**src/mag_threshold_pkg.sv**
```systemverilog
// shared constants, field layouts and carrier types of the magnetic threshold detector
package mag_threshold_pkg;
	localparam int AXES     = 3;
	localparam int SAMPLE_W = 16;
	localparam int THR_W    = 15;
	localparam int THR_HI_W = 7;
	localparam int CNT_W    = 8;

	// register map
	localparam logic [7:0] ADDR_CONFIG = 8'h52;
	localparam logic [7:0] ADDR_SOURCE = 8'h53;
	localparam logic [7:0] ADDR_X_HIGH = 8'h54;
	localparam logic [7:0] ADDR_X_LOW  = 8'h55;
	localparam logic [7:0] ADDR_Y_HIGH = 8'h56;
	localparam logic [7:0] ADDR_Y_LOW  = 8'h57;
	localparam logic [7:0] ADDR_Z_HIGH = 8'h58;
	localparam logic [7:0] ADDR_Z_LOW  = 8'h59;
	localparam logic [7:0] AXIS_STRIDE = 8'h02;

	// field positions and reset values
	localparam int              DBNC_MODE_BIT = 7;
	localparam logic [7:0]      BYTE_ZERO     = 8'h00;
	localparam logic [THR_HI_W-1:0] THR_HI_RESET = 7'h00;
	localparam logic [7:0]      THR_LO_RESET  = 8'h00;
	localparam logic            DBNC_RESET    = 1'b0;

	typedef struct packed {
		logic latch_en;
		logic or_sel;
		logic en_z;
		logic en_y;
		logic en_x;
		logic wake_en;
		logic int_en;
		logic route_one;
	} cfg_t;
	localparam cfg_t CFG_RESET = 8'h00;

	typedef struct packed {
		logic evt;
		logic pol;
	} axis_flag_t;

	typedef struct packed {
		logic       event_active;
		logic       spare;
		axis_flag_t z;
		axis_flag_t y;
		axis_flag_t x;
	} src_t;
	localparam src_t SRC_RESET = 8'h00;

	typedef struct packed {
		logic signed [SAMPLE_W-1:0] sample;
		logic signed [THR_W-1:0]    offset;
	} axis_in_t;

	typedef axis_in_t [AXES-1:0] mag_in_t;
	typedef logic [THR_W-1:0] thr_t;
endpackage

```
**src/mag_threshold_detector.sv**
```systemverilog
// magnetic threshold event detector: registers, combination, latch, interrupt routing
//
// Notes on behaviour
// - latch off: event flag follows the live detection result each sample.
// - latch on: event flag holds until the source register is read.
// - logic select 0: all enabled axes at or below threshold.
// - logic select 1: any enabled axis at or above threshold.
// - axis enable bits include or exclude each axis from detection.
// - wake-include bit passes the event flag to auto-sleep/wake.
// - no threshold interrupt unless interrupt enable is 1.
// - route bit 0 selects pin two, 1 selects pin one; ORed.
// - thresholds are unsigned 15-bit, high byte 7 bits, low byte 8.
// - raw bit 0: compare offset-corrected samples.
// - event-active reads 1 while the debounce count is reached at the sample, or latched.
// - per-axis event bits for X, Y and Z in the source register.
// - per-axis polarity bit: 0 positive, 1 negative.
// - axis event and polarity read zero while that axis is disabled.
// - debounce mode 1 clears counter when condition is false.
// - debounce mode 0 decrements counter when false, stopping at zero.
// - debounce mode is top bit of X high byte; Y, Z top bits zero.
// - event set when counter reaches the count; counter never exceeds it.
// - counter steps once per magnetic sample period.
`timescale 1ns/1ps
`default_nettype none
module mag_threshold_detector (
	input  wire  logic                        core_clk_i,
	input  wire  logic                        rst_n_i,
	input  wire  logic [7:0]                  reg_addr_i,
	input  wire  logic [7:0]                  reg_wdata_i,
	input  wire  logic                        reg_wr_i,
	input  wire  logic                        reg_rd_i,
	output logic       [7:0]                  reg_rdata_o,
	input  wire  logic                        sample_tick_i,
	input  wire  mag_threshold_pkg::mag_in_t  mag_in_i,
	input  wire  logic                        raw_mode_i,
	input  wire  logic [7:0]                  ths_count_i,
	input  wire  logic                        other_irq_one_i,
	input  wire  logic                        other_irq_two_i,
	output logic                              irq_pin_one_o,
	output logic                              irq_pin_two_o,
	output logic                              wake_event_o
);
	import mag_threshold_pkg::*;

	// =====================================================
	// declarations
	cfg_t                cfg;
	cfg_t                next_cfg;
	logic [THR_HI_W-1:0] thr_hi      [AXES];
	logic [THR_HI_W-1:0] next_thr_hi [AXES];
	logic [7:0]          thr_lo      [AXES];
	logic [7:0]          next_thr_lo [AXES];
	logic                dbnc_mode;
	logic                next_dbnc_mode;
	src_t                src;
	src_t                next_src;
	src_t                live_src;
	logic [7:0]          rdata;
	logic [7:0]          next_rdata;
	logic                irq_one;
	logic                irq_two;
	logic                wake;
	logic                next_irq_one;
	logic                next_irq_two;
	logic                next_wake;
	logic [AXES-1:0]     above;
	logic [AXES-1:0]     below;
	logic [AXES-1:0]     negative;
	logic [AXES-1:0]     axis_en;
	logic [AXES-1:0]     axis_hit;
	logic                det_cond;
	logic                reached;
	logic                rd_src;
	logic                flag_out;

	// =====================================================
	// address decode
	function automatic logic sel(input logic [7:0] addr, input logic [7:0] target);
		sel = addr == target;
	endfunction

	assign rd_src  = reg_rd_i && sel(reg_addr_i, ADDR_SOURCE);
	assign axis_en = {cfg.en_z, cfg.en_y, cfg.en_x};

	// =====================================================
	// per-axis comparators
	genvar g;
	generate
		for (g = 0; g < AXES; g++) begin : g_axis
			mag_axis_compare u_cmp (
				.axis_i     (mag_in_i[g]),
				.raw_mode_i (raw_mode_i),
				.thr_i      ({thr_hi[g], thr_lo[g]}),
				.above_o    (above[g]),
				.below_o    (below[g]),
				.negative_o (negative[g])
			);
		end
	endgenerate

	// =====================================================
	// combination of axis results
	always_comb begin
		if (cfg.or_sel) begin
			axis_hit = axis_en & above;
			det_cond = |axis_hit;
		end else begin
			axis_hit = axis_en & below;
			det_cond = (axis_en != '0) && ((below | ~axis_en) == '1);
		end
	end

	// =====================================================
	// debounce
	mag_debounce #(
		.CNT_W (CNT_W)
	) u_dbnc (
		.core_clk_i   (core_clk_i),
		.rst_n_i      (rst_n_i),
		.tick_i       (sample_tick_i),
		.cond_i       (det_cond),
		.clear_mode_i (dbnc_mode),
		.limit_i      (ths_count_i),
		.count_o      (),
		.reached_o    (reached)
	);

	// =====================================================
	// configuration and threshold registers
	always_comb begin
		next_cfg       = cfg;
		next_dbnc_mode = dbnc_mode;
		next_thr_hi    = thr_hi;
		next_thr_lo    = thr_lo;
		if (reg_wr_i) begin
			if (sel(reg_addr_i, ADDR_CONFIG)) begin
				next_cfg = cfg_t'(reg_wdata_i);
			end
			if (sel(reg_addr_i, ADDR_X_HIGH)) begin
				next_dbnc_mode = reg_wdata_i[DBNC_MODE_BIT];
			end
			for (int i = 0; i < AXES; i++) begin
				if (sel(reg_addr_i, 8'(ADDR_X_HIGH + 8'(i) * AXIS_STRIDE))) begin
					next_thr_hi[i] = reg_wdata_i[THR_HI_W-1:0];
				end
				if (sel(reg_addr_i, 8'(ADDR_X_LOW + 8'(i) * AXIS_STRIDE))) begin
					next_thr_lo[i] = reg_wdata_i;
				end
			end
		end
	end

	always_ff @(posedge core_clk_i or negedge rst_n_i) begin
		if (!rst_n_i) begin
			cfg       <= CFG_RESET;
			dbnc_mode <= DBNC_RESET;
			for (int i = 0; i < AXES; i++) begin
				thr_hi[i] <= THR_HI_RESET;
				thr_lo[i] <= THR_LO_RESET;
			end
		end else begin
			cfg       <= next_cfg;
			dbnc_mode <= next_dbnc_mode;
			thr_hi    <= next_thr_hi;
			thr_lo    <= next_thr_lo;
		end
	end

	// =====================================================
	// source register and latch
	always_comb begin
		live_src              = SRC_RESET;
		live_src.event_active = 1'b1;
		live_src.x.evt        = axis_hit[0];
		live_src.y.evt        = axis_hit[1];
		live_src.z.evt        = axis_hit[2];
		live_src.x.pol        = axis_hit[0] && negative[0];
		live_src.y.pol        = axis_hit[1] && negative[1];
		live_src.z.pol        = axis_hit[2] && negative[2];
		next_src              = src;
		if (cfg.latch_en) begin
			if (rd_src) begin
				next_src = SRC_RESET;
			end
			if (reached) begin
				next_src = next_src | live_src;
			end
		end else if (sample_tick_i) begin
			next_src = reached ? live_src : SRC_RESET;
		end
	end

	always_ff @(posedge core_clk_i or negedge rst_n_i) begin
		if (!rst_n_i) begin
			src <= SRC_RESET;
		end else begin
			src <= next_src;
		end
	end

	// =====================================================
	// read data, interrupt and wake outputs
	always_comb begin
		next_rdata = rdata;
		if (reg_rd_i) begin
			case (reg_addr_i)
				ADDR_CONFIG: next_rdata = cfg;
				ADDR_SOURCE: begin
					next_rdata = {src.event_active, 1'b0,
						src.z & {2{cfg.en_z}},
						src.y & {2{cfg.en_y}},
						src.x & {2{cfg.en_x}}};
				end
				ADDR_X_HIGH: next_rdata = {dbnc_mode, thr_hi[0]};
				ADDR_X_LOW:  next_rdata = thr_lo[0];
				ADDR_Y_HIGH: next_rdata = {1'b0, thr_hi[1]};
				ADDR_Y_LOW:  next_rdata = thr_lo[1];
				ADDR_Z_HIGH: next_rdata = {1'b0, thr_hi[2]};
				ADDR_Z_LOW:  next_rdata = thr_lo[2];
				default:     next_rdata = BYTE_ZERO;
			endcase
		end
		flag_out     = cfg.int_en && src.event_active;
		next_irq_one = other_irq_one_i || (flag_out && cfg.route_one);
		next_irq_two = other_irq_two_i || (flag_out && !cfg.route_one);
		next_wake    = cfg.wake_en && src.event_active;
	end

	always_ff @(posedge core_clk_i or negedge rst_n_i) begin
		if (!rst_n_i) begin
			rdata   <= BYTE_ZERO;
			irq_one <= 1'b0;
			irq_two <= 1'b0;
			wake    <= 1'b0;
		end else begin
			rdata   <= next_rdata;
			irq_one <= next_irq_one;
			irq_two <= next_irq_two;
			wake    <= next_wake;
		end
	end

	assign reg_rdata_o   = rdata;
	assign irq_pin_one_o = irq_one;
	assign irq_pin_two_o = irq_two;
	assign wake_event_o  = wake;

	// =====================================================
	// checks
	a_live_flag: assert property (@(posedge core_clk_i) disable iff (!rst_n_i)
		sample_tick_i && !cfg.latch_en |=> src.event_active == $past(reached))
		else $error("unlatched flag does not follow detection");

	a_latch_hold: assert property (@(posedge core_clk_i) disable iff (!rst_n_i)
		cfg.latch_en && src.event_active && !rd_src |=> src.event_active)
		else $error("latched flag lost without a read");

	a_read_clear: assert property (@(posedge core_clk_i) disable iff (!rst_n_i)
		cfg.latch_en && rd_src && !reached |=> src == SRC_RESET)
		else $error("source read did not clear latched flags");

	a_and_logic: assert property (@(posedge core_clk_i) disable iff (!rst_n_i)
		!cfg.or_sel && det_cond |-> ((below | ~axis_en) == '1) && axis_en != '0)
		else $error("and combination wrong");

	a_or_logic: assert property (@(posedge core_clk_i) disable iff (!rst_n_i)
		cfg.or_sel |-> det_cond == |(axis_en & above))
		else $error("or combination wrong");

	a_axis_mask: assert property (@(posedge core_clk_i) disable iff (!rst_n_i)
		rd_src && !cfg.en_x |=> reg_rdata_o[1:0] == 2'b00)
		else $error("disabled axis bits not zero");

	a_irq_gate: assert property (@(posedge core_clk_i) disable iff (!rst_n_i)
		!cfg.int_en && !other_irq_one_i && !other_irq_two_i
		|=> !irq_pin_one_o && !irq_pin_two_o)
		else $error("interrupt raised while disabled");

	a_irq_route: assert property (@(posedge core_clk_i) disable iff (!rst_n_i)
		cfg.int_en && src.event_active
		|=> (irq_pin_one_o == $past(cfg.route_one || other_irq_one_i))
		&& (irq_pin_two_o == $past(!cfg.route_one || other_irq_two_i)))
		else $error("interrupt routed to wrong pin");

	a_wake_path: assert property (@(posedge core_clk_i) disable iff (!rst_n_i)
		1'b1 |=> wake_event_o == $past(cfg.wake_en && src.event_active))
		else $error("wake flag mismatch");

	a_high_top_bits: assert property (@(posedge core_clk_i) disable iff (!rst_n_i)
		reg_rd_i && (reg_addr_i == ADDR_Y_HIGH || reg_addr_i == ADDR_Z_HIGH)
		|=> !reg_rdata_o[DBNC_MODE_BIT])
		else $error("unused top bit reads one");

	a_no_tick_hold: assert property (@(posedge core_clk_i) disable iff (!rst_n_i)
		!sample_tick_i && !rd_src |=> src == $past(src))
		else $error("source changed without a sample tick");

	a_pol_sign: assert property (@(posedge core_clk_i) disable iff (!rst_n_i)
		!cfg.latch_en && reached && axis_hit[0] |=> src.x.pol == $past(negative[0]))
		else $error("polarity does not follow sign");

	a_evt_x: assert property (@(posedge core_clk_i) disable iff (!rst_n_i)
		!cfg.latch_en && sample_tick_i |=> src.x.evt == $past(reached && axis_hit[0]))
		else $error("axis event bit wrong");

	a_dis_axis: assert property (@(posedge core_clk_i) disable iff (!rst_n_i)
		!cfg.latch_en && sample_tick_i && !cfg.en_y |=> !src.y.evt && !src.y.pol)
		else $error("disabled axis raised a flag");

	a_limit_zero: assert property (@(posedge core_clk_i) disable iff (!rst_n_i)
		sample_tick_i && det_cond && ths_count_i == BYTE_ZERO |-> reached)
		else $error("zero count did not fire at once");

	a_cond_quiet: assert property (@(posedge core_clk_i) disable iff (!rst_n_i)
		!det_cond |-> !reached)
		else $error("event fired without condition");

	a_mode_write: assert property (@(posedge core_clk_i) disable iff (!rst_n_i)
		reg_wr_i && reg_addr_i == ADDR_X_HIGH |=> dbnc_mode == $past(reg_wdata_i[DBNC_MODE_BIT]))
		else $error("debounce mode bit not stored");

	a_thr_write: assert property (@(posedge core_clk_i) disable iff (!rst_n_i)
		reg_wr_i && reg_addr_i == ADDR_Z_LOW |=> thr_lo[2] == $past(reg_wdata_i))
		else $error("threshold low byte not stored");

	a_rdata_hold: assert property (@(posedge core_clk_i) disable iff (!rst_n_i)
		!reg_rd_i |=> reg_rdata_o == $past(reg_rdata_o))
		else $error("read data changed without a read");

	a_latch_set: assert property (@(posedge core_clk_i) disable iff (!rst_n_i)
		cfg.latch_en && reached |=> src.event_active)
		else $error("latched event not set");

	a_hit_masked: assert property (@(posedge core_clk_i) disable iff (!rst_n_i)
		(axis_hit & ~axis_en) == '0)
		else $error("disabled axis counted as hit");
endmodule
`default_nettype wire

```
**src/mag_axis_compare.sv**
```systemverilog
// one axis: offset correction, magnitude and threshold comparison
`timescale 1ns/1ps
`default_nettype none
module mag_axis_compare (
	input  wire  mag_threshold_pkg::axis_in_t axis_i,
	input  wire  logic                        raw_mode_i,
	input  wire  mag_threshold_pkg::thr_t     thr_i,
	output logic                              above_o,
	output logic                              below_o,
	output logic                              negative_o
);
	import mag_threshold_pkg::*;

	logic signed [SAMPLE_W:0] corrected;
	logic        [SAMPLE_W:0] magnitude;
	logic        [SAMPLE_W:0] thr_wide;

	// =====================================================
	// correction and compare
	always_comb begin
		if (raw_mode_i) begin
			corrected = {axis_i.sample[SAMPLE_W-1], axis_i.sample};
		end else begin
			corrected = {axis_i.sample[SAMPLE_W-1], axis_i.sample}
				- {{2{axis_i.offset[THR_W-1]}}, axis_i.offset};
		end
		magnitude  = corrected[SAMPLE_W] ? (SAMPLE_W+1)'(-corrected) : (SAMPLE_W+1)'(corrected);
		thr_wide   = {2'b00, thr_i};
		above_o    = magnitude >= thr_wide;
		below_o    = magnitude <= thr_wide;
		negative_o = corrected[SAMPLE_W];
	end
endmodule
`default_nettype wire

```
**src/mag_debounce.sv**
```systemverilog
// debounce counter of the threshold detector
`timescale 1ns/1ps
`default_nettype none
module mag_debounce #(
	parameter int CNT_W = 8
) (
	input  wire  logic             core_clk_i,
	input  wire  logic             rst_n_i,
	input  wire  logic             tick_i,
	input  wire  logic             cond_i,
	input  wire  logic             clear_mode_i,
	input  wire  logic [CNT_W-1:0] limit_i,
	output logic       [CNT_W-1:0] count_o,
	output logic                   reached_o
);
	logic [CNT_W-1:0] count;
	logic [CNT_W-1:0] next_count;

	// =====================================================
	// counter
	always_comb begin
		next_count = count;
		if (tick_i) begin
			if (cond_i) begin
				if (count < limit_i) begin
					next_count = count + 1'b1;
				end else begin
					next_count = limit_i;
				end
			end else if (clear_mode_i) begin
				next_count = '0;
			end else if (count > limit_i) begin
				next_count = limit_i;
			end else if (count != '0) begin
				next_count = count - 1'b1;
			end
		end
		reached_o = tick_i && cond_i && (next_count == limit_i);
		count_o   = count;
	end

	always_ff @(posedge core_clk_i or negedge rst_n_i) begin
		if (!rst_n_i) begin
			count <= '0;
		end else begin
			count <= next_count;
		end
	end

	// =====================================================
	// checks
	a_dbnc_clear: assert property (@(posedge core_clk_i) disable iff (!rst_n_i)
		tick_i && !cond_i && clear_mode_i |=> count == '0)
		else $error("debounce counter not cleared");
	a_dbnc_step_down: assert property (@(posedge core_clk_i) disable iff (!rst_n_i)
		tick_i && !cond_i && !clear_mode_i && count != '0 && count <= limit_i
		|=> count == $past(count) - 1'b1)
		else $error("debounce counter did not decrement");
	a_dbnc_cap: assert property (@(posedge core_clk_i) disable iff (!rst_n_i)
		tick_i |=> count <= $past(limit_i))
		else $error("debounce counter above limit");
endmodule
`default_nettype wire

```
**config.mk**
```make
export PLATFORM = sky130hd
export DESIGN_NAME = mag_threshold_detector
export DESIGN_NICKNAME = d
export VERILOG_FILES = /design/src/mag_threshold_pkg.sv /design/src/mag_threshold_detector.sv /design/src/mag_axis_compare.sv /design/src/mag_debounce.sv
export SDC_FILE = /design/constraint.sdc
export NUM_CORES = 1
export LEC_CHECK = 0
export ABC_AREA = 1
export BUFFER_PORTS_ARGS = -buffer_cell sky130_fd_sc_hd__clkbuf_2
export CAP_MARGIN = 25
export CORE_UTILIZATION = 50
export DETAILED_ROUTE_END_ITERATION = 10
export PLACE_DENSITY = 0.7
export SLEW_MARGIN = 20
export SYNTH_ARGS = -nofsm -noshare
export SYNTH_HDL_FRONTEND = slang
export SYNTH_SLANG_ARGS = --single-unit
```
**constraint.sdc**
```tcl
create_clock -name core_clk_i -period 3.75 [get_ports core_clk_i]
set_input_delay 0.75 -clock core_clk_i [delete_from_list [all_inputs] [get_ports core_clk_i]]
set_output_delay 0.75 -clock core_clk_i [all_outputs]
set_load 0.01 [all_outputs]
```
Yosys cells after proc, flatten, opt, wreduce, memory -nomap -nowiden
Cells that the tools add are included.

storage, ports and cells
  output and inout port bits = 11
  logic and storage cells = 108
  input port bits = 125
  flip-flop bits (word level) = 81

cells by class
  reduce and logical (&&, ||, !) cells = 25
  add/sub/neg operators = 8
  equality and inequality tests = 10
  order comparisons = 8
  muxes and demuxes = 21
  bitwise logic cells = 8

operator list
  cell                 number
  $mux 17              6
  $mux 8               12
  $eq 8x7->1 const B   8
  $pmux 8 s8           1
  $ge 17x15->1         3
  $le 17x15->1         3
  $neg 17->17          3
  $sub 16x15->17       3
  $reduce_and 2->1     7
  $logic_and 1x1->1    11
  $add 8x1->8 const B  1
  $eq 8x8->1           1
  $gt 8x8->1           1
  $lt 8x8->1           1
  $or 8x8->8           1
  $reduce_bool 8->1    1
  $sub 8x1->8 const B  1
  $and 2x2->2          3
  $and 3x3->3          2
  $eq 3x3->1 const B   1
  $mux 3               1
  $not 3->3            1
  $or 3x3->3           1
  $reduce_bool 3->1    1
  other kinds (5)      6

Longest topological paths before layout
  word-level depth = 16
  mapped depth = 45
  mapped depth without buffers = 45

Cells and area by module
From an unflattened synthesis, not the netlist that was laid out.

second synthesis, totals
  cells, all modules = 1,922
  area, all modules = 11,438.5 µm²

modules (own cells, without submodules)
  module                                  cells each  instances  sequential area each (µm²)  area each (µm²)
  mag_axis_compare (g_axis[1].u_cmp ...)  404         2          0.0                         2,049.5
  mag_threshold_detector                  440         1          1,801.7                     3,634.7
  mag_axis_compare (g_axis[0].u_cmp)      439         1          0.0                         2,275.9
  mag_debounce                            235         1          200.2                       1,428.9

Worst setup path before layout
Ideal clock, no wire load.

  kind = input-to-reg
  start = input mag_in_i[15] (netlist name)
  end = register src[0] (netlist name)
  stages on the path = 44
  required time = 3,685 ps
  setup time = 65 ps
  arrival = 4,869 ps
  slack = -1,184 ps
  path buffers = 0
  cells stage by stage = inv_1 > ha_1 > fa_1 > inv_1 > nand2_1 > nand2_1 > nand4_1 > nand3_1 > a21oi_1 > nand2_1 > nand3_1 > nand2_1 > inv_1 > nor2_1 > xor2_1 > inv_1 > ha_1 > a21oi_1 > [8 not listed] > nand2_1 > nor2_1 > nand3_2 > nand2_1 > nand2_1 > inv_2 > nand2_4 > nand2_8 > nand2_1 > nand3_2 > nand2_2 > nand2_1 > nand2_1 > nor2_1 > nand2_1 > nor2_4 > nand3_1 > nand2_1

between the ends
  cells in the longest elaborated chain, start to end = 16
  elaborated cells between the ends (all ways) = 25
  classes of those cells = add/sub (2); order compare (2); eq/ne (2); mux (10); bitwise (4); reduce/logical (5)

ends and longest elaborated chain
  what                  line                           text
  from (decl)           mag_threshold_detector.sv:34   input wire mag_threshold_pkg::mag_in_t mag_in_i,
  $sub 16x15->17        mag_axis_compare.sv:25         - {{2{axis_i.offset[THR_W-1]}}, axis_i.offset};
  $mux 17 *             mag_axis_compare.sv:21         if (raw_mode_i) begin
  $neg 17->17           mag_axis_compare.sv:27         magnitude = corrected[SAMPLE_W] ? (SAMPLE_W+1)'(-corrected) : (SAMPLE_W+1)'(corrected);
  $mux 17               mag_axis_compare.sv:27
  $le 17x15->1          mag_axis_compare.sv:30         below_o = magnitude <= thr_wide;
  $or 3x3->3            mag_threshold_detector.sv:109  det_cond = (axis_en != '0) && ((below | ~axis_en) == '1);
  $eq 3x3->1            mag_threshold_detector.sv:109
  $logic_and 1x1->1     mag_threshold_detector.sv:109
  $mux 1                mag_threshold_detector.sv:104  if (cfg.or_sel) begin
  $mux 8                mag_debounce.sv:24             if (cond_i) begin
  $mux 8                mag_debounce.sv:23             if (tick_i) begin
  $eq 8x8->1            mag_debounce.sv:38             reached_o = tick_i && cond_i && (next_count == limit_i);
  $logic_and 1x1->1     mag_debounce.sv:38
  $mux 8                mag_threshold_detector.sv:189  next_src = reached ? live_src : SRC_RESET;
  $mux 8                mag_threshold_detector.sv:188  end else if (sample_tick_i) begin
  $mux 8 *              mag_threshold_detector.sv:181  if (cfg.latch_en) begin
  to (signal assigned)  mag_threshold_detector.sv:197  src <= next_src;
  to (decl)             mag_threshold_detector.sv:55   src_t src;

Every way passes the cells marked *; elsewhere a longest branch is shown, timed or not. The select of a mux whose other input is x is not followed.
A chain may end at the register's enable or synchronous reset.

Worst setup path after layout
  start = input mag_in_i[46] (netlist name)
  end = register src[4] (netlist name)

between the ends
  cells in the longest elaborated chain, start to end = 16
  elaborated cells between the ends (all ways) = 21
  classes of those cells = add/sub (2); order compare (2); eq/ne (2); mux (9); bitwise (2); reduce/logical (4)

ends and longest elaborated chain
  what                 line
  $sub 16x15->17       mag_axis_compare.sv:25
  $mux 17 *            mag_axis_compare.sv:21
  $neg 17->17          mag_axis_compare.sv:27
  $mux 17 *            mag_axis_compare.sv:27
  $le 17x15->1         mag_axis_compare.sv:30
  $or 3x3->3           mag_threshold_detector.sv:109
  $eq 3x3->1           mag_threshold_detector.sv:109
  $logic_and 1x1->1    mag_threshold_detector.sv:109
  $mux 1 *             mag_threshold_detector.sv:104
  $mux 8               mag_debounce.sv:24
  $mux 8               mag_debounce.sv:23
  $eq 8x8->1           mag_debounce.sv:38
  $logic_and 1x1->1 *  mag_debounce.sv:38
  $mux 8               mag_threshold_detector.sv:189
  $mux 8               mag_threshold_detector.sv:188
  $mux 8 *             mag_threshold_detector.sv:181

Marked as above.

==> metrics.md <==
| Metric | Value |
|---|---|
| Final TNS setup | -16.39 ns |
| Die width | ~150 um |
| Multiplexer share of the synthesized area | 0% |
| Sw Share | between 40 and 50% |
| FF+latch area | around 2000 um2 |
| Crit-path most repeated cell | nand2_1 |
| Post-Synth XOR/XNOR Area | around 4% |
| Synth Register Bits | 80 |
| Seq pwr share | 20.1% |
| Worst setup EP type | flip-flop |
| Maxcap violations | 0 |
| Max clock buf depth | 2 |
| Portion of total power attributed to the clock network | roughly 18% |
| Placer Congestion | between 0.9 and 1 |
| Most numerous cell in the Yosys netlist | nand2_1 |
| PortBufs | between 100 and 150 |
| Net Sw Power | 0.00220 W |
| Synth Warn # | 0 |
| Vias per cell | between 5 and 6 |
| Leakage | roughly 8.4 nW |
| Post-synthesis average cell area | 5.95 um2 |
| Yosys top cell area share | 20.1% |
| Worst-Skew Late Latency | ~0.35 ns |
| Largest net degree at the start of global routing | 81 |
| F_max | about 200 MHz |
| Die H | around 150 um |
| Post-CTS Hold Buffers | 0 |
| Uppermost layer routed | met4 |
| P&R area growth vs syn | 44.1% |
| Worst Setup EP | src[4] |
| # diodes | 0 |
| EDFF count, synth | 0 |
| Ys flop type | dfrtp_1 |
| Post-layout power | around 0.0051 W |
| Detail Placement HPWL | approximately 28 mm |
| Total global routing overflow | 0 |
| TritonCTS clock tree | built |
| Compound-cell area share of the yosys netlist | about an eighth |
| Clk slew on worst S/H paths | roughly 0.070 ns |
| Logic pwr share | approximately three fifths |
| Fillers | about 1700 |
| Worst endpoint required time | about 4 ns |
| Detailed Routing Iterations Pass 1 | 5 |
| First-pass GRT wire length | roughly 57 mm |
| Initial antenna violation count | 0 |
| Worst hold path type | in -> async |
| Syn Std Cell Area | 10600 um2 |
| CP max stage cell | fa_2 |
| Met1 WL | roughly 14 mm |
| Crit path DAT | around 5.4 ns |
| Reg2reg path depth | 25 |
| Simple-gate area share of the yosys netlist | 37.8% |
| H-tree depth | 3 |
| Biggest area consumer among synthesized cells | nand2_1 |
| P_int | 0.00290 W |
| Fin crit share | 136% |
| Max Transition Viols Final | 0 |
| Vias in the first global route | between 10000 and 15000 |
| Crit path kind | in -> reg |
| Total GRT Usage | 32.3% |
| Fin nets | roughly 2500 |
| Max VDD drop | approximately 0.22 mV |
| Library cells used by synthesis | 53 |
| Setup WS post-layout | -1.37 ns |
| WL final | around 35 mm |
| CP Launch Type | input pin |
| Worst Clk Skew | 0.0100 ns |
| Register area share after synthesis | a little under a fifth |
| Reg2reg setup slack | approximately 0.42 ns |
| DRT antenna net count | 0 |
| Post-synthesis cell count | 1778 |
| Critical path peak fanout | 8 |
| DRC violations left | 0 |
| Top cells by area, synth | nand2_1, dfrtp_1, ha_1 |
| Initial Util | between 50% and 60% |
| Ports | approximately 140 |
| Commonest cells in the netlist | nand2_1, inv_1, nand3_1 |
| Num CTS Buffers | 9 |
| Violated checks | negative setup slack |
| CP max stage delay | between 0.3 and 0.4 ns |
| CTS Root Cell | clkbuf_16 |
| CTS sink cnt | 80 |
| Met2 wire len | 17.7 mm |
| Die area | approximately 22000 um2 |
| Largest family of logic cells by synthesized area | simple AND/OR/NAND/NOR gates |
| Synthesized Nets | ~2000 |
| Worst slew pin tran | between 0.8 and 0.9 ns |
| Minimum clock period after layout | between 5 and 6 ns |
| Initial DRC Count | 694 |
| Rel. slew slack | 43.7% |
| DR WL/cell | between 10 and 15 um |
| Post-synth ARST share | 100% |
| Final Hold Viols | 0 |
| Multi-input logic area | 8010 um2 |
| Critical path startpoint | mag_in_i[46] |
| Post-placement worst setup slack | -1.77 ns |
| Share of cells above drive strength 1 | a little under a third |
| RR Startpoint | thr_lo[7] |
| Status | finished with violations |
| Total number of vias | 13058 |
| PD cells | around 330 nW/um2 |
| WL met3 | approximately 2.0 mm |
| Post-Synth Adder-Cell Area | between 10% and 20% |
| Core ar. | 20500 um2 |
| RSZ-0062 raised after global routing | true |
| Final setup violation count | 15 |
| FF-to-FF End | src[4] |
| # rows | between 50 and 60 |
-- flip-flops by register name (all words and copies together), names as in the netlist --
name / cells
u_dbnc.count_o: 8
axis_en: 3
dbnc_mode: 1
src: 7
irq_pin_two_o: 1
reg_rdata_o: 8
thr_lo: 24
cfg: 5
wake_event_o: 1
irq_pin_one_o: 1
thr_hi: 21
-- per-layer routing --
metal	GRT usage (%)	vias to the layer above
met1	37.7	5913
met4	14.3	0
met3	5.06	106
li1	-	6574
met5	0	-
met2	58.2	465
-- what timing repair did --
item | in CTS | in global routing
setup buffers | 23 | 12
pin swaps | 54 | 58
gates cloned | 1 | 0
setup endpoints to repair | 15 | 15
gates resized for setup | 87 | 97
-- critical path: cells and delay by family --
| kind | cells | cell delay, ns |
|---|---|---|
| simple gates | 26 | 2.29 |
| fa+ha+maj | 3 | 0.74 |
| xor+xnor | 1 | 0.19 |
| compound gates | 3 | 0.76 |
| buf+inv | 7 | 0.67 |
-- kinds of logic (layout without fill, tap and decap cells) --
group / after synthesis / in the layout
and+or+nand+nor: 936 / 937
buffers and inverters: 373 / 830
AOI/OAI and AO/OA: 232 / 232
DFF: 80 / 80
adders and majority gates: 110 / 110
xor gates and xnor gates: 47 / 47
-- layout by cell type, fill, tap and decap left out, types with 7 or more instances in the layout --
cell	n
a21oi_1	41
clkbuf_2	131
nand2_1	525
o41ai_1	7
nand2_2	41
xnor2_1	7
o21ai_0	99
o21ai_1	7
a21oi_2	19
buf_6	14
nand3_2	25
nor3_1	14
dfrtp_1	80
o22ai_1	15
nor2_2	19
nor2_1	105
nand3b_1	13
buf_4	318
nor2_4	8
nand3_1	130
ha_4	24
ha_1	79
clkbuf_16	10
inv_1	325
inv_2	16
nand4_1	25
xor2_1	40
o21ai_2	12
-- final cells by class --
cell class / count / area share (%)
repair buffers: 467 / 21.5
clock buffers: 9 / 1.48
clock inverters: 7 / 0.550
well taps: 270 / 2.21
inverters: 347 / 8.64
multi-input cells: 1326 / 52.5
flip-flops and latches: 80 / 13.1
-- power by group through the flow --
stage               logic [W]  clock network, W  registers, W
CTS                   0.00293          0.000926       0.00102
floorplan             0.00163                 0       0.00101
detailed placement    0.00267                 0       0.00104
finish                0.00315          0.000925       0.00102
global route          0.00351          0.000959       0.00103
global placement      0.00261                 0       0.00103
-- how the worst min path moves through the flow --
| stage | from | end | slack [ns] | depth (start not counted) |
|---|---|---|---|---|
| after detailed placement | thr_hi[7] | thr_hi[7] | 0.47 | 2 |
| after global placement | cfg[0] | irq_pin_two_o | 0.46 | 1 |
| after floorplan | src[2] | src[2] | 0.44 | 2 |
| final | rst_n_i | u_dbnc.count_o[5] | 0.41 | 1 |
| after global routing | rst_n_i | u_dbnc.count_o[6] | 0.48 | 1 |
| after CTS | thr_lo[2] | thr_lo[2] | 0.49 | 2 |
-- metrics by stage --
stage          std cells  hold slack [ns]  cell area (um2)  utilization (%)
2_1_floorplan       1778            0.443            10700                -
3_3_place_gp        2460            0.462            13900             67.8
3_5_place_dp        2460            0.473            13900             67.8
4_1_cts             2499            0.489            14800             72.0
5_1_grt             2506            0.482            15300             74.4
6_report            2506            0.406            15300             74.4
Power figures use the tool's default switching activity.
